==> src/prd_top_placeholder_unused.sv <==
// Intentionally empty compile unit
`timescale 1ns/1ps
`default_nettype none
`default_nettype wire

==> src/prd_pkg.sv <==
// Shared constants and types of the reference divider and control block
package prd_pkg;

  // ----------------------------------------------------------------
  // Widths
  // ----------------------------------------------------------------
  localparam int ADDR_W = 7;
  localparam int DATA_W = 8;
  localparam int RD_W   = 5;
  localparam int EV_W   = 5;

  // ----------------------------------------------------------------
  // Register offsets
  // ----------------------------------------------------------------
  localparam logic [6:0] REG_STATUS   = 7'h00;
  localparam logic [6:0] REG_STAT_SEL = 7'h01;
  localparam logic [6:0] REG_REF_DIV  = 7'h06;
  localparam logic [6:0] REG_REF_CFG  = 7'h0B;
  localparam logic [6:0] REG_IRQ_STAT = 7'h10;
  localparam logic [6:0] REG_IRQ_MASK = 7'h11;

  // ----------------------------------------------------------------
  // Field positions
  // ----------------------------------------------------------------
  localparam int BIT_OUT_OF_LOCK = 0;
  localparam int BIT_IN_LOCK     = 1;
  localparam int BIT_HIGH_CLAMP  = 2;
  localparam int BIT_LOW_CLAMP   = 3;
  localparam int BIT_REF_LOST    = 4;
  localparam int CFG_REF_FILTER_SELECT_LSB    = 0;
  localparam int CFG_BOOST       = 2;
  localparam int CFG_DSM_OFF     = 3;

  // ----------------------------------------------------------------
  // Reset values and counts
  // ----------------------------------------------------------------
  localparam logic [4:0]  RD_RESET       = 5'h01;
  localparam logic [3:0]  STAT_SEL_RESET = 4'h1;
  localparam logic [4:0]  MASK_RESET     = 5'h00;
  localparam logic [3:0]  FRAME_BITS     = 4'h8;
  localparam logic [11:0] REF_LOSS_CYC   = 12'h400;

  typedef enum logic [2:0] {
    SPI_IDLE = 3'b001,
    SPI_ADDR = 3'b010,
    SPI_DATA = 3'b100
  } prd_spi_state_type;

endpackage

==> src/prd_reg_if.sv <==
// Register access carrier between the serial slave and the register file
`timescale 1ns/1ps
`default_nettype none
interface prd_reg_if;
  logic                       wr;
  logic [prd_pkg::ADDR_W-1:0] addr;
  logic [prd_pkg::DATA_W-1:0] wdata;
  logic [prd_pkg::DATA_W-1:0] rdata;
  modport spi  (output wr, output addr, output wdata, input rdata);
  modport regs (input wr, input addr, input wdata, output rdata);
endinterface
`default_nettype wire

==> src/prd_ref_ctrl.sv <==
// Top of the reference divider and control block
// What this block does
// - Status pin is OR of the software-selected lock and clamp flags.
// - A serial transaction is framed by the chip select low window.
// - Serial input bits are sampled at rising serial clock edges, except in the data phase of a read.
// - Serial output is released except while read data is shifted out.
// - Low mute pin silences the RF output while bias stays up.
// - Modulator can be switched off for plain integer division.
// - Reference divided by a 5-bit ratio from 1 to 31.
// - Divide ratio is taken directly from the field at address 6.
// - Lock flags readable on the status pin and at address 0.
`timescale 1ns/1ps
`default_nettype none
module prd_ref_ctrl (
  // Clock and reset
  input  wire logic       MCLK,
  input  wire logic       SYS_RST,
  // Register port
  input  wire logic [6:0] ADDR,
  input  wire logic [7:0] WDATA,
  input  wire logic       WR,
  input  wire logic       RD,
  output logic      [7:0] RDATA,
  // Serial port
  input  wire logic       CS_N,
  input  wire logic       SCLK,
  input  wire logic       SDI,
  output logic            SDO,
  output logic            SDO_OE,
  // Analog status flags
  input  wire logic       OUT_OF_LOCK_FLAG,
  input  wire logic       IN_LOCK_FLAG,
  input  wire logic       HIGH_CLAMP_FLAG,
  input  wire logic       LOW_CLAMP_FLAG,
  // Reference and mute pins
  input  wire logic       REF_IN,
  input  wire logic       MUTE_N,
  // Control outputs
  output logic            STAT,
  output logic            IRQ,
  output logic            RF_MUTE,
  output logic            DSM_OFF,
  output logic      [1:0] REF_FILTER_SELECT,
  output logic            REF_GAIN_BOOST,
  output logic            PFD_REF_PULSE
);

  // ----------------------------------------------------------------
  // State
  // ----------------------------------------------------------------
  typedef struct packed {
    logic [3:0]  flag_m;
    logic [3:0]  flag_q;
    logic [3:0]  flag_d;
    logic        ref_m;
    logic        ref_q;
    logic        ref_d;
    logic        ref_rise;
    logic        ref_lost;
    logic        ref_lost_d;
    logic [11:0] ref_idle;
    logic        mute_m;
    logic        mute_q;
    logic [3:0]  stat_sel;
    logic [4:0]  ref_div;
    logic [1:0]  ref_filter_select;
    logic        boost;
    logic        dsm_off;
    logic [4:0]  irq_stat;
    logic [4:0]  irq_mask;
    logic [7:0]  rdata;
    logic        stat;
    logic        irq;
    logic        rf_mute;
    logic        restart;
  } prd_main_type;

  localparam prd_main_type MAIN_RST = '{
    mute_m:   1'b1,
    mute_q:   1'b1,
    stat_sel: prd_pkg::STAT_SEL_RESET,
    ref_div:  prd_pkg::RD_RESET,
    irq_mask: prd_pkg::MASK_RESET,
    default:  '0
  };

  prd_main_type s;
  prd_main_type next_s;
  logic [3:0]   flag_pins;
  logic [4:0]   events;

  prd_reg_if rif ();

  // ----------------------------------------------------------------
  // Register access functions
  // ----------------------------------------------------------------
  function automatic prd_main_type reg_write(
    input prd_main_type st,
    input logic [6:0]   a,
    input logic [7:0]   d
  );
    prd_main_type r;
    r = st;
    case (a)
      prd_pkg::REG_STAT_SEL: begin
        r.stat_sel = d[3:0];
      end
      prd_pkg::REG_REF_DIV: begin
        r.ref_div = d[prd_pkg::RD_W-1:0];
        r.restart = 1'b1;
      end
      prd_pkg::REG_REF_CFG: begin
        r.ref_filter_select = d[prd_pkg::CFG_REF_FILTER_SELECT_LSB +: 2];
        r.boost = d[prd_pkg::CFG_BOOST];
        r.dsm_off = d[prd_pkg::CFG_DSM_OFF];
      end
      prd_pkg::REG_IRQ_STAT: begin
        r.irq_stat = st.irq_stat & ~d[prd_pkg::EV_W-1:0];
      end
      prd_pkg::REG_IRQ_MASK: begin
        r.irq_mask = d[prd_pkg::EV_W-1:0];
      end
      default: begin
        r.restart = st.restart;
      end
    endcase
    return r;
  endfunction

  function automatic logic [7:0] reg_read(
    input prd_main_type st,
    input logic [6:0]   a
  );
    logic [7:0] v;
    v = 8'h00;
    case (a)
      prd_pkg::REG_STATUS: begin
        v[3:0] = st.flag_q;
        v[prd_pkg::BIT_REF_LOST] = st.ref_lost;
      end
      prd_pkg::REG_STAT_SEL: begin
        v[3:0] = st.stat_sel;
      end
      prd_pkg::REG_REF_DIV: begin
        v[prd_pkg::RD_W-1:0] = st.ref_div;
      end
      prd_pkg::REG_REF_CFG: begin
        v[prd_pkg::CFG_REF_FILTER_SELECT_LSB +: 2] = st.ref_filter_select;
        v[prd_pkg::CFG_BOOST] = st.boost;
        v[prd_pkg::CFG_DSM_OFF] = st.dsm_off;
      end
      prd_pkg::REG_IRQ_STAT: begin
        v[prd_pkg::EV_W-1:0] = st.irq_stat;
      end
      prd_pkg::REG_IRQ_MASK: begin
        v[prd_pkg::EV_W-1:0] = st.irq_mask;
      end
      default: begin
        v = 8'h00;
      end
    endcase
    return v;
  endfunction

  // ----------------------------------------------------------------
  // Pin grouping
  // ----------------------------------------------------------------
  always_comb begin
    flag_pins = 4'h0;
    flag_pins[prd_pkg::BIT_OUT_OF_LOCK] = OUT_OF_LOCK_FLAG;
    flag_pins[prd_pkg::BIT_IN_LOCK] = IN_LOCK_FLAG;
    flag_pins[prd_pkg::BIT_HIGH_CLAMP] = HIGH_CLAMP_FLAG;
    flag_pins[prd_pkg::BIT_LOW_CLAMP] = LOW_CLAMP_FLAG;
  end

  assign events = {s.ref_lost & ~s.ref_lost_d, s.flag_q & ~s.flag_d};

  // ----------------------------------------------------------------
  // Next state
  // ----------------------------------------------------------------
  always_comb begin
    next_s = s;
    next_s.restart = 1'b0;
    next_s.flag_m = flag_pins;
    next_s.flag_q = s.flag_m;
    next_s.flag_d = s.flag_q;
    next_s.ref_m = REF_IN;
    next_s.ref_q = s.ref_m;
    next_s.ref_d = s.ref_q;
    next_s.ref_rise = s.ref_q & ~s.ref_d;
    next_s.mute_m = MUTE_N;
    next_s.mute_q = s.mute_m;
    next_s.ref_lost_d = s.ref_lost;
    if (s.ref_rise) begin
      next_s.ref_idle = 12'h000;
      next_s.ref_lost = 1'b0;
    end else if (s.ref_idle == prd_pkg::REF_LOSS_CYC) begin
      next_s.ref_lost = 1'b1;
    end else begin
      next_s.ref_idle = s.ref_idle + 12'h001;
    end
    if (WR) begin
      next_s = reg_write(next_s, ADDR, WDATA);
    end
    if (rif.wr) begin
      next_s = reg_write(next_s, rif.addr, rif.wdata);
    end
    // Set wins over clear
    next_s.irq_stat = next_s.irq_stat | events;
    next_s.rdata = RD ? reg_read(s, ADDR) : 8'h00;
    next_s.stat = |(s.flag_q & s.stat_sel);
    next_s.irq = |(s.irq_stat & s.irq_mask);
    next_s.rf_mute = ~s.mute_q;
  end

  always_ff @(posedge MCLK or posedge SYS_RST) begin
    if (SYS_RST) begin
      s <= MAIN_RST;
    end else begin
      s <= next_s;
    end
  end

  assign rif.rdata = reg_read(s, rif.addr);

  // ----------------------------------------------------------------
  // Submodules
  // ----------------------------------------------------------------
  prd_spi_slave u_spi (
    .clk    (MCLK),
    .rst    (SYS_RST),
    .cs_n   (CS_N),
    .sclk   (SCLK),
    .sdi    (SDI),
    .sdo    (SDO),
    .sdo_oe (SDO_OE),
    .rif    (rif.spi)
  );

  prd_ref_div #(
    .W (prd_pkg::RD_W)
  ) u_div (
    .clk      (MCLK),
    .rst      (SYS_RST),
    .ref_rise (s.ref_rise),
    .ratio    (s.ref_div),
    .restart  (s.restart),
    .pulse    (PFD_REF_PULSE)
  );

  // ----------------------------------------------------------------
  // Outputs
  // ----------------------------------------------------------------
  assign RDATA             = s.rdata;
  assign STAT              = s.stat;
  assign IRQ               = s.irq;
  assign RF_MUTE           = s.rf_mute;
  assign DSM_OFF           = s.dsm_off;
  assign REF_FILTER_SELECT = s.ref_filter_select;
  assign REF_GAIN_BOOST    = s.boost;
endmodule
`default_nettype wire

==> src/prd_spi_slave.sv <==
// Serial control port slave, oversampled by the system clock
`timescale 1ns/1ps
`default_nettype none
module prd_spi_slave (
  // Clock and reset
  input  wire logic clk,
  input  wire logic rst,
  // Serial pins
  input  wire logic cs_n,
  input  wire logic sclk,
  input  wire logic sdi,
  output logic      sdo,
  output logic      sdo_oe,
  // Register access
  prd_reg_if.spi    rif
);
  typedef struct packed {
    logic                       cs_m, cs_q, sck_m, sck_q, sck_d, sdi_m, sdi_q;
    prd_pkg::prd_spi_state_type st;
    logic [3:0]                 cnt;
    logic [7:0]                 sh;
    logic                       rw, load, sdo, oe, wr;
    logic [6:0]                 addr;
    logic [7:0]                 wdata;
  } prd_spi_type;

  localparam prd_spi_type SPI_RST = '{cs_m: 1'b1, cs_q: 1'b1, st: prd_pkg::SPI_IDLE, default: '0};
  localparam logic [3:0]  LAST    = prd_pkg::FRAME_BITS - 4'h1;

  prd_spi_type s;
  prd_spi_type next_s;
  logic        rise;
  logic        fall;

  assign rise = s.sck_q & ~s.sck_d;
  assign fall = ~s.sck_q & s.sck_d;

  always_comb begin
    next_s = s;
    next_s.wr = 1'b0;
    next_s.cs_m = cs_n;
    next_s.cs_q = s.cs_m;
    next_s.sck_m = sclk;
    next_s.sck_q = s.sck_m;
    next_s.sck_d = s.sck_q;
    next_s.sdi_m = sdi;
    next_s.sdi_q = s.sdi_m;
    if (s.load) begin
      next_s.load = 1'b0;
      next_s.sh = rif.rdata;
      next_s.sdo = rif.rdata[7];
    end
    if (s.cs_q) begin
      next_s.st = prd_pkg::SPI_IDLE;
      next_s.oe = 1'b0;
      next_s.cnt = 4'h0;
      next_s.load = 1'b0;
    end else begin
      unique case (s.st)
        prd_pkg::SPI_IDLE: begin
          next_s.st = prd_pkg::SPI_ADDR;
          next_s.cnt = 4'h0;
        end
        prd_pkg::SPI_ADDR: begin
          if (rise) begin
            next_s.sh = {s.sh[6:0], s.sdi_q};
            next_s.cnt = s.cnt + 4'h1;
            if (s.cnt == LAST) begin
              next_s.addr = s.sh[6:0];
              next_s.rw = s.sdi_q;
              next_s.cnt = 4'h0;
              next_s.st = prd_pkg::SPI_DATA;
              next_s.oe = s.sdi_q;
              next_s.load = s.sdi_q;
            end
          end
        end
        prd_pkg::SPI_DATA: begin
          if (rise) begin
            next_s.cnt = s.cnt + 4'h1;
            if (!s.rw) begin
              next_s.sh = {s.sh[6:0], s.sdi_q};
            end
            if (s.cnt == LAST) begin
              next_s.st = prd_pkg::SPI_ADDR;
              next_s.cnt = 4'h0;
              next_s.oe = 1'b0;
              next_s.wr = ~s.rw;
              next_s.wdata = {s.sh[6:0], s.sdi_q};
            end
          end else if (fall && s.rw && s.cnt != 4'h0) begin
            next_s.sh = {s.sh[6:0], 1'b0};
            next_s.sdo = s.sh[6];
          end
        end
      endcase
    end
  end

  always_ff @(posedge clk or posedge rst) begin
    if (rst) begin
      s <= SPI_RST;
    end else begin
      s <= next_s;
    end
  end

  assign sdo       = s.sdo;
  assign sdo_oe    = s.oe;
  assign rif.wr    = s.wr;
  assign rif.addr  = s.addr;
  assign rif.wdata = s.wdata;
endmodule
`default_nettype wire

==> src/prd_ref_div.sv <==
// Reference divider producing the comparison pulse
`timescale 1ns/1ps
`default_nettype none
module prd_ref_div #(
  parameter int W = prd_pkg::RD_W
) (
  // Clock and reset
  input  wire logic         clk,
  input  wire logic         rst,
  // Control
  input  wire logic         ref_rise,
  input  wire logic [W-1:0] ratio,
  input  wire logic         restart,
  // Comparison pulse
  output logic              pulse
);
  typedef struct packed {
    logic [W-1:0] cnt;
    logic         pulse;
  } prd_div_type;

  prd_div_type s;
  prd_div_type next_s;

  always_comb begin
    next_s = s;
    next_s.pulse = 1'b0;
    if (restart) begin
      next_s.cnt = '0;
    end else if (ref_rise && ratio != '0) begin
      if (s.cnt == ratio - W'(1)) begin
        next_s.cnt = '0;
        next_s.pulse = 1'b1;
      end else begin
        next_s.cnt = s.cnt + W'(1);
      end
    end
  end

  always_ff @(posedge clk or posedge rst) begin
    if (rst) begin
      s <= '0;
    end else begin
      s <= next_s;
    end
  end

  assign pulse = s.pulse;
endmodule
`default_nettype wire

==> config.mk <==
export PLATFORM = sky130hd
export DESIGN_NAME = prd_ref_ctrl
export DESIGN_NICKNAME = d
export VERILOG_FILES = /design/src/prd_top_placeholder_unused.sv /design/src/prd_pkg.sv /design/src/prd_reg_if.sv /design/src/prd_ref_ctrl.sv /design/src/prd_spi_slave.sv /design/src/prd_ref_div.sv
export SDC_FILE = /design/constraint.sdc
export NUM_CORES = 1
export LEC_CHECK = 0
export ABC_AREA = 1
export BUFFER_PORTS_ARGS = -buffer_cell sky130_fd_sc_hd__buf_4
export CAP_MARGIN = 15
export CELL_PAD_IN_SITES_DETAIL_PLACEMENT = 1
export CELL_PAD_IN_SITES_GLOBAL_PLACEMENT = 1
export CORE_UTILIZATION = 45
export CTS_CLUSTER_DIAMETER = 80
export CTS_CLUSTER_SIZE = 10
export DETAILED_ROUTE_END_ITERATION = 8
export HOLD_SLACK_MARGIN = 0.05
export PLACE_DENSITY = 0.77
export SETUP_SLACK_MARGIN = 0.5
export SYNTH_ARGS = -nofsm -noshare
export SYNTH_HDL_FRONTEND = slang
export SYNTH_SLANG_ARGS = --single-unit
==> constraint.sdc <==
create_clock -name MCLK -period 4.4 [get_ports MCLK]
set_input_delay 0.44 -clock MCLK [delete_from_list [all_inputs] [get_ports MCLK]]
set_output_delay 0.44 -clock MCLK [all_outputs]
set_load 0.03 [all_outputs]
# Yosys cells after proc, flatten, opt, wreduce, memory -nomap -nowiden
# Cells that the tools add are included.
[word_totals]
memories = 0
mem_bits_rw = 0
wordCells = 165
input_bits = 28
latchBits = 0
romBits = 0
reg_bits = 112
[classes]
bitwise = 20
muxes = 62
order_cmp = 0
mul = 0
n_eq_ne = 20
n_div = 0
n_reduce_logical = 16
add_sub_neg = 4
shift = 0
[ops]
columns = ["cell", "n"]
rows = [
  ["35-bit 2-to-1 mux", 2],
  ["8-bit 2-to-1 mux", 7],
  ["7-bit 2-to-1 mux", 7],
  ["4-bit case mux with 6 select lines", 2],
  ["5-bit 2-to-1 mux", 9],
  ["7-bit by 5-bit equality test with 1-bit output, second input constant", 4],
  ["12-bit 2-to-1 mux", 2],
  ["7-bit case mux with 3 select lines", 1],
  ["17-bit 2-to-1 mux", 1],
  ["1-bit 2-to-1 mux", 16],
  ["16-bit 2-to-1 mux", 1],
  ["4-bit 2-to-1 mux", 4],
  ["8-bit case mux with 2 select lines", 1],
  ["5-bit bitwise AND", 3],
  ["7-bit by 1-bit equality test with 1-bit output, second input constant", 2],
  ["7-bit by 3-bit equality test with 1-bit output, second input constant", 2],
  ["7-bit by 4-bit equality test with 1-bit output, second input constant", 2],
  ["7-bit logical NOT", 2],
  ["12-bit by 1-bit adder with 12-bit output, second input constant", 1],
  ["12-bit by 11-bit equality test with 1-bit output, second input constant", 1],
  ["3-bit by 1-bit inequality test with 1-bit output, second input constant", 4],
  ["4-bit AND reduction", 3],
  ["5-bit NOT", 2],
  ["9-bit 2-to-1 mux", 1],
  ["other kinds (26)", 42],
]

# Logic depth before layout (Yosys ltp)
# Gate-level depths: netlist of run 1.
[logic_depth]
word_depth = 8
mapped_depth = 13
ltp_nobuf = 13

# Hierarchy
# From an unflattened synthesis of run 1, not the netlist that was laid out.
[unflattened]
cells_unflattened = 771
area_unflattened_um2 = 6200.9
[by_module_without_submodules]
columns = ["module", "n_inst", "area_each_um2", "seq_area_each_um2", "cells_per_inst"]
rows = [
  ["prd_ref_ctrl", 1, 3549.7, 1606.5, 452],
  ["prd_spi_slave", 1, 2123.3, 1029.7, 243],
  ["prd_ref_div", 1, 528.0, 150.1, 76],
]

# Worst setup path after synthesis of run 1
# OpenSTA, ideal clock, no wires.
[synth_path]
path_kind = "register to register"
start = "reg s[26] (netlist name)"
end = "reg u_div.s[1] (netlist name)"
t_arrival_ps = 1485
setup_slack_ps = 2789
synth_period_minus_slack_ps = 1611
t_required_ps = 4274
path_stages_with_launch = 8
cell_sequence = "dfstp_2 -> inv_1 -> ha_1 -> xnor2_1 -> xor2_1 -> nand4_2 -> nand3_1 -> o21ai_0"
[synth_via]
elab_chain_cells = 5
[synth_rtl]
columns = ["item", "line_no", "source"]
rows = [
  ["from (decl)", "prd_ref_ctrl.sv:87", "prd_main_type s;"],
  ["from (signal assigned)", "prd_ref_ctrl.sv:220", "s <= next_s;"],
  ["5-bit by 1-bit subtractor with 5-bit output", "prd_ref_div.sv:31", "if (s.cnt == ratio - W'(1)) begin"],
  ["5-bit equality test", "prd_ref_div.sv:31", ""],
  ["5-bit 2-to-1 mux", "prd_ref_div.sv:31", ""],
  ["6-bit 2-to-1 mux", "prd_ref_div.sv:30", "end else if (ref_rise && ratio != '0) begin"],
  ["5-bit 2-to-1 mux", "prd_ref_div.sv:28", "if (restart) begin"],
  ["to (signal assigned)", "prd_ref_div.sv:44", "s <= next_s;"],
  ["to (decl)", "prd_ref_div.sv:22", "prd_div_type s;"],
]
# Parallel ways exist; a longest one is shown, timed or not. The select of a mux whose other input is x is not followed.
# A chain may end at the register's enable or synchronous reset.

# Worst setup path after layout of run 1
# Ends and elaborated chain as after synthesis.

==> results of run 1 <==
-- metal layers --
metal / global-route usage [%] / wire (µm) / up-vias
met2: 40.75 / 6870 / 70
met3: 4.374 / 436 / 18
met4: 6.667 / 179 / 0
li1: - / - / 2115
met5: 0 / 0 / -
met1: 32.19 / 6348 / 2188
-- sequential cells by signal, indices dropped and copies added (netlist names), 2 cells and up --
name,cells
RDATA,5
REF_FILTER_SELECT,2
s,52
u_div.s,5
u_spi.next_s,4
u_spi.rif.addr,7
u_spi.rif.wdata,5
u_spi.s,19
-- where the power goes --
part | internal [µW] | switching, µW | leakage, µW
sequential | 1060 | 62.2 | 0.00131
clock | 521 | 377 | 0.000164
combinational | 102 | 175 | 0.00141
total | 1680 | 614 | 0.00289
-- worst reg2reg max path, cell delays in order (launching register included) --
cell and delay [ns]:
sky130_fd_sc_hd__dfstp_2 0.57, sky130_fd_sc_hd__inv_1 0.12, sky130_fd_sc_hd__ha_1 0.25, sky130_fd_sc_hd__xnor2_1 0.19
sky130_fd_sc_hd__xor2_1 0.19, sky130_fd_sc_hd__nand4_2 0.21, sky130_fd_sc_hd__nand3_1 0.14, sky130_fd_sc_hd__o21ai_0 0.11
-- cells in the final DEF (no fill, tap or decap), drive strengths merged, types with 3 or more instances in the layout --
cell type	Yosys	final
dfrtp	101	101
inv	104	106
conb	1	3
nor2	61	61
buf	13	40
o21ai	62	62
nor4	3	3
ha	7	7
nand4	7	7
nand3	37	37
nand2	117	117
o22ai	19	19
xnor2	4	4
o211ai	15	15
clkbuf	4	10
a21oi	30	30
dfstp	7	7
nor3	17	17
xor2	7	7
-- through the flow --
step	setup WS [ns]	std cells
after floorplan	1.126	630
after global placement	2.553	796
after detailed placement	2.519	796
after CTS	2.500	812
after global routing	2.421	812
final	2.500	812
-- cell usage after synthesis, types with 5 or more instances --
cell type	count	area [µm²]
sky130_fd_sc_hd__o22ai_1	19	118.9
sky130_fd_sc_hd__nor2_4	5	56.30
sky130_fd_sc_hd__nand3_1	35	175.2
sky130_fd_sc_hd__a21oi_1	30	150.1
sky130_fd_sc_hd__o21ai_0	58	290.3
sky130_fd_sc_hd__nand4_1	6	37.54
sky130_fd_sc_hd__nor3_1	15	75.07
sky130_fd_sc_hd__dfrtp_1	101	2527
sky130_fd_sc_hd__xor2_1	7	61.31
sky130_fd_sc_hd__o211ai_1	15	112.6
sky130_fd_sc_hd__ha_1	7	87.58
sky130_fd_sc_hd__dfstp_2	7	183.9
sky130_fd_sc_hd__inv_2	6	22.52
sky130_fd_sc_hd__buf_4	11	82.58
sky130_fd_sc_hd__inv_1	98	367.9
sky130_fd_sc_hd__nand2_1	112	420.4
sky130_fd_sc_hd__nor2_1	52	195.2
-- cell type report --
| class | instances | area (µm²) |
|---|---|---|
| fillers | 1393 | 5444 |
| multi-input cells | 401 | 2106 |
| well taps | 143 | 178.9 |
| inverters | 104 | 392.9 |
| repair buffers | 40 | 300.3 |
| clock buffers | 10 | 239.0 |
| flip-flops and latches | 108 | 2711 |
| clock inverters | 6 | 95.09 |
-- kinds of logic after synthesis --
kind of cell / Yosys count / synth area share (%)
AO/OA/AOI/OAI: 135 / 14.39
XOR/XNOR: 11 / 1.813
flip-flops: 108 / 51.02
buffers and inverters: 121 / 9.489
AND/OR/NAND/NOR: 245 / 21.57
other: 1 / 0.07057
adder cells (fa/ha/maj): 7 / 1.648
-- worst max-delay path by stage --
| stage | end | slack (ns) | cells after the start |
|---|---|---|---|
| final | u_div.s[1]$_DFFE_PP0P_ | 2.50 | 7 |
| after global routing | u_div.s[1]$_DFFE_PP0P_ | 2.42 | 7 |
| after CTS | u_div.s[1]$_DFFE_PP0P_ | 2.50 | 7 |
| after detailed placement | s[20]$_DFF_PP0_ | 2.52 | 7 |
| after global placement | s[27]$_DFF_PP0_ | 2.55 | 7 |
| after floorplan | DSM_OFF$_DFF_PP0_ | 1.13 | 1 |
==> impl_metrics.xml, run 1 <==
<?xml version="1.0" encoding="UTF-8"?>
<metrics>
  <group name="outcome">
    <metric name="outcome" unit="">finished, final reports clean</metric>
  </group>
  <group name="finish">
    <metric name="antennaDiodeCount" unit="">0</metric>
    <metric name="design.final.nets" unit="">699</metric>
    <metric name="post_route_cells_drive_above_1_share" unit="%">13.75</metric>
    <metric name="post-route-util" unit="%">52.53</metric>
    <metric name="design_area" unit="µm²">6023</metric>
    <metric name="flow.area_growth_from_synthesis" unit="%">13.35</metric>
  </group>
  <group name="synthesis">
    <metric name="ffs_w_async_s_r_synth" unit="%">100.0</metric>
    <metric name="synthesis.instances" unit="">628</metric>
    <metric name="synth_cell_type_count" unit="">44</metric>
    <metric name="synth-warning-count" unit="">0</metric>
    <metric name="syn_avg_cell_area" unit="µm²">8.462</metric>
    <metric name="synth_edf_count" unit="">0</metric>
    <metric name="dominantRegCellSynth" unit="">sky130_fd_sc_hd__dfrtp_1</metric>
    <metric name="ys_seq_elements" unit="">108</metric>
    <metric name="synth-seq-area-share" unit="%">51.02</metric>
    <metric name="synth.cell_area" unit="µm²">5314</metric>
  </group>
  <group name="clock_tree">
    <metric name="clk_transition_reported_paths" unit="ns">0.07</metric>
    <metric name="numCtsBuffers" unit="">9</metric>
    <metric name="htreeDepth" unit="">3</metric>
    <metric name="clock-root-buffer" unit="">sky130_fd_sc_hd__clkbuf_16</metric>
    <metric name="postCtsHoldBufs" unit="">0</metric>
    <metric name="clock_path_buffers" unit="">2</metric>
    <metric name="cts_setup_buffers" unit="">0</metric>
    <metric name="cts_tree" unit="">yes</metric>
    <metric name="clkSinkCount" unit="">108</metric>
    <metric name="insertion_delay" unit="ns">0.36</metric>
    <metric name="cts-resized-gates" unit="">0</metric>
  </group>
  <group name="floorplan">
    <metric name="horizontal_extent_of_the_die" unit="µm">110.7</metric>
    <metric name="die-area" unit="µm²">12250</metric>
    <metric name="initial_core_util" unit="%">46.34</metric>
    <metric name="core.rowCount" unit="">39</metric>
    <metric name="io_pins" unit="">46</metric>
    <metric name="design.core.area" unit="µm²">11470</metric>
    <metric name="die_height" unit="µm">110.7</metric>
  </group>
  <group name="critical_path">
    <metric name="timing.reg2reg.setup_slack" unit="ns">2.50</metric>
    <metric name="r2r_start" unit="">s[26]$_DFF_PP1_</metric>
    <metric name="max_stage_delay" unit="ns">0.57</metric>
    <metric name="worstSetupStartpointType" unit="">register</metric>
    <metric name="critical_path_buf_inv_count" unit="">1</metric>
    <metric name="critical-path-top-delay-family" unit="">flip-flops</metric>
    <metric name="worst_r2r_path_depth" unit="">7</metric>
    <metric name="cp-startpoint" unit="">s[26]$_DFF_PP1_</metric>
    <metric name="cp_cell_sequence" unit="">inv_1, ha_1, xnor2_1, xor2_1, nand4_2, nand3_1, o21ai_0</metric>
    <metric name="crit-reg2reg-capture" unit="">u_div.s[1]$_DFFE_PP0P_</metric>
    <metric name="worstPathArrival" unit="ns">2.12</metric>
    <metric name="crit_path_max_fanout" unit="">6</metric>
    <metric name="timing.critical_path.required" unit="ns">4.62</metric>
    <metric name="worstSetupEndpointType" unit="">register</metric>
    <metric name="timing_worst_setup_path_type" unit="">register to register</metric>
    <metric name="slowest_stage" unit="">sky130_fd_sc_hd__dfstp_2</metric>
  </group>
  <group name="global_routing">
    <metric name="grt_start_max_net_pins" unit="">76</metric>
    <metric name="antenna_found_initial" unit="">0</metric>
    <metric name="grt_usage" unit="%">24.23</metric>
    <metric name="global_route_wire_length_before_repair" unit="µm">23410</metric>
    <metric name="grt-ovfl-total" unit="">0</metric>
    <metric name="grt_pass1_vias" unit="">4675</metric>
  </group>
  <group name="job">
    <metric name="maxCapViolCount" unit="">0</metric>
  </group>
  <group name="timing">
    <metric name="final_hold_viol_count" unit="">0</metric>
    <metric name="minimum_clock_period_after_layout" unit="ns">1.900</metric>
    <metric name="rsz0062_at_grt" unit="">false</metric>
    <metric name="maxSlewHeadroom" unit="%">38.48</metric>
    <metric name="hold_ws" unit="ns">0.1886</metric>
    <metric name="fin_setup_tns" unit="ns">0</metric>
    <metric name="final.setup_skew" unit="ns">0.009688</metric>
    <metric name="clock.fmax" unit="MHz">526.2</metric>
    <metric name="worstMarginPinSlew" unit="ns">0.9228</metric>
    <metric name="post-route-period-util" unit="%">43.19</metric>
    <metric name="setup-violations-final" unit="">0</metric>
    <metric name="timing.final.max_slew_violations" unit="">0</metric>
  </group>
  <group name="routing">
    <metric name="drt_iter0_markers" unit="">231</metric>
    <metric name="firstDrtPassIters" unit="">4</metric>
    <metric name="vias_per_cell" unit="">5.408</metric>
    <metric name="postRouteAntennaNets" unit="">0</metric>
    <metric name="detail_route.wl_per_cell" unit="µm">17.04</metric>
    <metric name="post-route-drc-count" unit="">0</metric>
    <metric name="count_of_vias_placed_by_the_detailed_router" unit="">4391</metric>
    <metric name="drt_wl_total" unit="µm">13830</metric>
  </group>
  <group name="placed_design">
    <metric name="place_congestion" unit="">0.8542</metric>
    <metric name="dp.final_hpwl" unit="µm">10450</metric>
    <metric name="port_buffers" unit="">39</metric>
    <metric name="detailed_place.area" unit="µm²">5689</metric>
  </group>
  <group name="worst_hold_path">
    <metric name="hold_critical_path_depth" unit="">1</metric>
    <metric name="min-delay-start" unit="">HIGH_CLAMP_FLAG</metric>
    <metric name="hold_class" unit="">primary input to register</metric>
    <metric name="hold_end" unit="">s[65]$_DFF_PP0_</metric>
  </group>
  <group name="power">
    <metric name="power.density_cell_area" unit="nW/µm²">381.4</metric>
    <metric name="p_leak" unit="µW">0.002886</metric>
    <metric name="power.ir.vdd_worst" unit="mV">0.3323</metric>
    <metric name="total_power" unit="µW">2297</metric>
  </group>
</metrics>
(Power assumes the default switching activity.)
==> run 2, diff against run 1 <==
Settings changed: ABC_AREA 1 to 0, CORE_UTILIZATION 45 to 43, PLACE_DENSITY 0.77 to 0.74.
Clock period 4.4 ns to 1.65 ns, I/O delays scaled along.
==> run 2 against run 1 <==
  * The flow now finishes with violations (DRC, setup timing)
  * Design area grew 31%
  * Sequential share of layout area decreased by 11 points
  * Area after synthesis fell by 2.2%
  * First-iteration DRC count rose by 45%
  * Sequential power increased to 2.7 times the previous value
  * Cell count decreased by 6.7%
  * Wire length up 49%
  * Count of clock-buffer cells in the layout up 1
  * Critical path type unchanged
  * Largest power group unchanged
==> impl_metrics.xml, run 2 <==
<?xml version="1.0" encoding="UTF-8"?>
<metrics>
  <group name="finish">
    <metric name="flow.area_growth_from_synthesis" unit="%">52.15</metric>
    <metric name="antennaDiodeCount" unit="">0</metric>
    <metric name="layout.cells.most_common_list" unit="">sky130_fd_sc_hd__buf_4, sky130_fd_sc_hd__dfrtp_1, sky130_fd_sc_hd__buf_6, sky130_fd_sc_hd__nor2_1, sky130_fd_sc_hd__mux2i_1</metric>
    <metric name="largest-register" unit="">s</metric>
    <metric name="design.final.nets" unit="">645</metric>
    <metric name="post_route_cells_drive_above_1_share" unit="%">56.10</metric>
    <metric name="largest_register_ff_count" unit="">52</metric>
    <metric name="layout_commonest_cell" unit="">sky130_fd_sc_hd__buf_4</metric>
    <metric name="count_of_non_filler_cells_in_the_finished_layout" unit="">758</metric>
  </group>
  <group name="timing">
    <metric name="maxSlewHeadroom" unit="%">64.71</metric>
    <metric name="timing.final.max_slew_violations" unit="">0</metric>
    <metric name="postLayoutSetupSlackWorst" unit="ns">-0.4407</metric>
    <metric name="worstMarginPinSlew" unit="ns">0.5293</metric>
    <metric name="clock.fmax" unit="MHz">478.3</metric>
    <metric name="final_hold_viol_count" unit="">0</metric>
    <metric name="rsz0062_at_grt" unit="">true</metric>
    <metric name="final.setup_skew" unit="ns">0.009978</metric>
    <metric name="hold_ws" unit="ns">0.05450</metric>
    <metric name="post-route-period-util" unit="%">126.7</metric>
    <metric name="setup-violations-final" unit="">36</metric>
    <metric name="minimum_clock_period_after_layout" unit="ns">2.091</metric>
  </group>
  <group name="critical_path">
    <metric name="timing.reg2reg.setup_slack" unit="ns">-0.44</metric>
    <metric name="timing.critical_path.required" unit="ns">1.90</metric>
    <metric name="timing_worst_setup_path_type" unit="">register to register</metric>
    <metric name="crit-reg2reg-capture" unit="">u_div.s[3]$_DFFE_PP0P_</metric>
    <metric name="worst_r2r_path_depth" unit="">8</metric>
    <metric name="worstSetupStartpointType" unit="">register</metric>
    <metric name="worstPathArrival" unit="ns">2.34</metric>
    <metric name="worstSetupEndpointType" unit="">register</metric>
    <metric name="crit_path_max_fanout" unit="">4</metric>
    <metric name="r2r_start" unit="">s[26]$_DFF_PP1_</metric>
  </group>
  <group name="global_routing">
    <metric name="grt_start_max_net_pins" unit="">58</metric>
    <metric name="grt_pass1_vias" unit="">4795</metric>
    <metric name="global_route_wire_length_before_repair" unit="µm">26650</metric>
    <metric name="grt_usage" unit="%">28.07</metric>
    <metric name="grt-ovfl-total" unit="">0</metric>
    <metric name="antenna_found_initial" unit="">0</metric>
  </group>
  <group name="floorplan">
    <metric name="design.core.area" unit="µm²">11610</metric>
    <metric name="initial_core_util" unit="%">44.76</metric>
    <metric name="die-area" unit="µm²">12530</metric>
    <metric name="io_pins" unit="">46</metric>
    <metric name="horizontal_extent_of_the_die" unit="µm">112.0</metric>
    <metric name="die_height" unit="µm">112.0</metric>
    <metric name="core.rowCount" unit="">39</metric>
  </group>
  <group name="worst_hold_path">
    <metric name="hold_critical_path_depth" unit="">2</metric>
    <metric name="hold_class" unit="">primary input to register</metric>
    <metric name="min-delay-start" unit="">RD</metric>
    <metric name="hold_end" unit="">RDATA[0]$_DFF_PP0_</metric>
  </group>
  <group name="placed_design">
    <metric name="port_buffers" unit="">39</metric>
    <metric name="dp.final_hpwl" unit="µm">9841</metric>
    <metric name="place_congestion" unit="">0.8495</metric>
    <metric name="place_inst" unit="">668</metric>
  </group>
  <group name="routing">
    <metric name="firstDrtPassIters" unit="">6</metric>
    <metric name="count_of_vias_placed_by_the_detailed_router" unit="">4680</metric>
    <metric name="vias_per_cell" unit="">6.174</metric>
    <metric name="detail_route.wl_per_cell" unit="µm">27.16</metric>
    <metric name="post-route-drc-count" unit="">7</metric>
    <metric name="drt_wl_total" unit="µm">20580</metric>
    <metric name="postRouteAntennaNets" unit="">0</metric>
    <metric name="drt_iter0_markers" unit="">335</metric>
  </group>
  <group name="synthesis">
    <metric name="syn_avg_cell_area" unit="µm²">11.23</metric>
    <metric name="ffs_w_async_s_r_synth" unit="%">100.0</metric>
    <metric name="synth_most_common_cell" unit="">sky130_fd_sc_hd__dfrtp_1</metric>
    <metric name="post_synth_mux_area_share" unit="%">11.14</metric>
    <metric name="synth-xor-area-share" unit="%">2.864</metric>
    <metric name="synth-seq-area-share" unit="%">52.15</metric>
    <metric name="yosys.area_share.adder" unit="%">1.685</metric>
    <metric name="post_synthesis_compound_gate_area_fraction" unit="%">11.19</metric>
    <metric name="synth_top_family_by_area" unit="">simple AND/OR/NAND/NOR gates</metric>
    <metric name="post-synth-top-area-fraction" unit="%">48.62</metric>
    <metric name="post-synth-top-area-cell" unit="">sky130_fd_sc_hd__dfrtp_1</metric>
    <metric name="synth_cell_type_count" unit="">62</metric>
    <metric name="dominantRegCellSynth" unit="">sky130_fd_sc_hd__dfrtp_1</metric>
    <metric name="synthesis.instances" unit="">463</metric>
    <metric name="synth_edf_count" unit="">0</metric>
    <metric name="yosys-top-cells-count" unit="">sky130_fd_sc_hd__dfrtp_1, sky130_fd_sc_hd__nor2_1, sky130_fd_sc_hd__a21oi_1</metric>
    <metric name="ys_seq_elements" unit="">108</metric>
    <metric name="synth.area.top_cells" unit="">sky130_fd_sc_hd__dfrtp_1, sky130_fd_sc_hd__mux2_2, sky130_fd_sc_hd__mux2i_1</metric>
    <metric name="post_synth_and_or_nand_nor_area_fraction" unit="%">16.61</metric>
    <metric name="synth.cell_area" unit="µm²">5199</metric>
    <metric name="synth-warning-count" unit="">0</metric>
  </group>
  <group name="clock_tree">
    <metric name="clk_transition_reported_paths" unit="ns">0.08</metric>
    <metric name="numCtsBuffers" unit="">9</metric>
    <metric name="insertion_delay" unit="ns">0.37</metric>
    <metric name="clock-root-buffer" unit="">sky130_fd_sc_hd__clkbuf_16</metric>
    <metric name="cts_tree" unit="">yes</metric>
    <metric name="clock_path_buffers" unit="">2</metric>
    <metric name="htreeDepth" unit="">3</metric>
    <metric name="clkSinkCount" unit="">108</metric>
  </group>
  <group name="power">
    <metric name="power.density_cell_area" unit="nW/µm²">853.5</metric>
    <metric name="p_leak" unit="µW">0.003455</metric>
    <metric name="power.ir.vdd_worst" unit="mV">0.8363</metric>
  </group>
  <group name="outcome">
    <metric name="outcome" unit="">finished, violations left</metric>
    <metric name="failed_checks" unit="">DRC, setup timing</metric>
  </group>
  <group name="job">
    <metric name="maxCapViolCount" unit="">0</metric>
  </group>
</metrics>
## run 2: cell types whose count changed after synthesis, sizes merged, moves of 9 or more
cell | before | now
a22o | 0 | 11
a22oi | 0 | 17
inv | 104 | 20
mux2 | 0 | 21
mux2i | 0 | 23
nand2 | 117 | 24
nand3 | 37 | 13
nor2 | 61 | 47
nor2b | 0 | 9
nor3 | 17 | 4
o211ai | 15 | 1
o21ai | 62 | 14
o22ai | 19 | 0
## run 2: worst max-delay path, stage by stage (launching register included)
cell                       delay (ns)
sky130_fd_sc_hd__dfstp_2         0.56
sky130_fd_sc_hd__inv_4           0.05
sky130_fd_sc_hd__ha_4            0.16
sky130_fd_sc_hd__nor2b_4         0.12
sky130_fd_sc_hd__or3_4           0.35
sky130_fd_sc_hd__a311oi_4        0.36
sky130_fd_sc_hd__buf_6           0.18
sky130_fd_sc_hd__o21bai_4        0.12
sky130_fd_sc_hd__a21oi_2         0.07
## run 2: worst max-delay path by stage
stage,startpoint,endpoint,slack (ns),depth (start not counted)
after floorplan,s[26]$_DFF_PP1_,u_div.s[1]$_DFFE_PP0P_,-0.38,7
after global placement,s[26]$_DFF_PP1_,u_div.s[1]$_DFFE_PP0P_,-0.29,7
after detailed placement,s[26]$_DFF_PP1_,u_div.s[5]$_DFFE_PP0P_,-0.44,8
after CTS,s[26]$_DFF_PP1_,u_div.s[1]$_DFFE_PP0P_,-0.42,7
after global routing,s[26]$_DFF_PP1_,u_div.s[4]$_DFFE_PP0P_,-0.50,8
final,s[26]$_DFF_PP1_,u_div.s[3]$_DFFE_PP0P_,-0.44,8
## run 2: final cells by class
type	count	area, µm²
Inverter	20	81.33
Sequential cell	108	2725
Timing Repair Buffer	156	1416
Fill cell	1106	3704
Clock inverter	5	82.58
Tap cell	143	178.9
Multi-Input combinational cell	315	3173
Clock buffer	11	252.7
## run 2: kinds of logic after synthesis
logic type      count (synthesis)
mux                            49
flops                         108
fa+ha+maj                       7
other cells                     1
xor+xnor                       17
simple gates                  150
buf+inv                        43
compound gates                 88
## run 2: power by group
group	switching, µW	total, µW	internal [µW]
registers	239	3070	2830
clock network	1110	2530	1420
logic	594	1150	559
total	1940	6750	4810
## run 2: what timing repair did
action / CTS / global route
setup buffers: 41 / 21
hold buffers: 10 / 0
gates resized for setup: 106 / 106
pin swaps: 43 / 49
cloned: 2 / 0
setup endpoints to repair: 76 / 81
hold endpoints to repair: 110 / 0
## run 2: through the flow
| step | power [µW] | worst slack, ns | setup TNS [ns] | utilization, % | cell area (µm²) |
|---|---|---|---|---|---|
| global placement | 3754 | -0.2878 | -3.239 | 52.28 | 6072 |
| floorplan | 3506 | -0.3772 | -2.866 | - | 5439 |
| CTS | 6422 | -0.4151 | -5.544 | 62.61 | 7271 |
| detailed placement | 3807 | -0.4384 | -5.197 | 52.28 | 6072 |
| finish | 6751 | -0.4407 | -6.703 | 68.11 | 7910 |
| global route | 6915 | -0.5016 | -8.218 | 68.11 | 7910 |
## run 2: per-layer routing
| layer | routed length (µm) | global-route usage, % | vias up |
|---|---|---|---|
| li1 | - | - | 1940 |
| met1 | 7957 | 33.95 | 2444 |
| met2 | 10580 | 49.23 | 221 |
| met3 | 1103 | 5.661 | 75 |
| met4 | 938 | 10.93 | 0 |
| met5 | 0 | 0 | - |
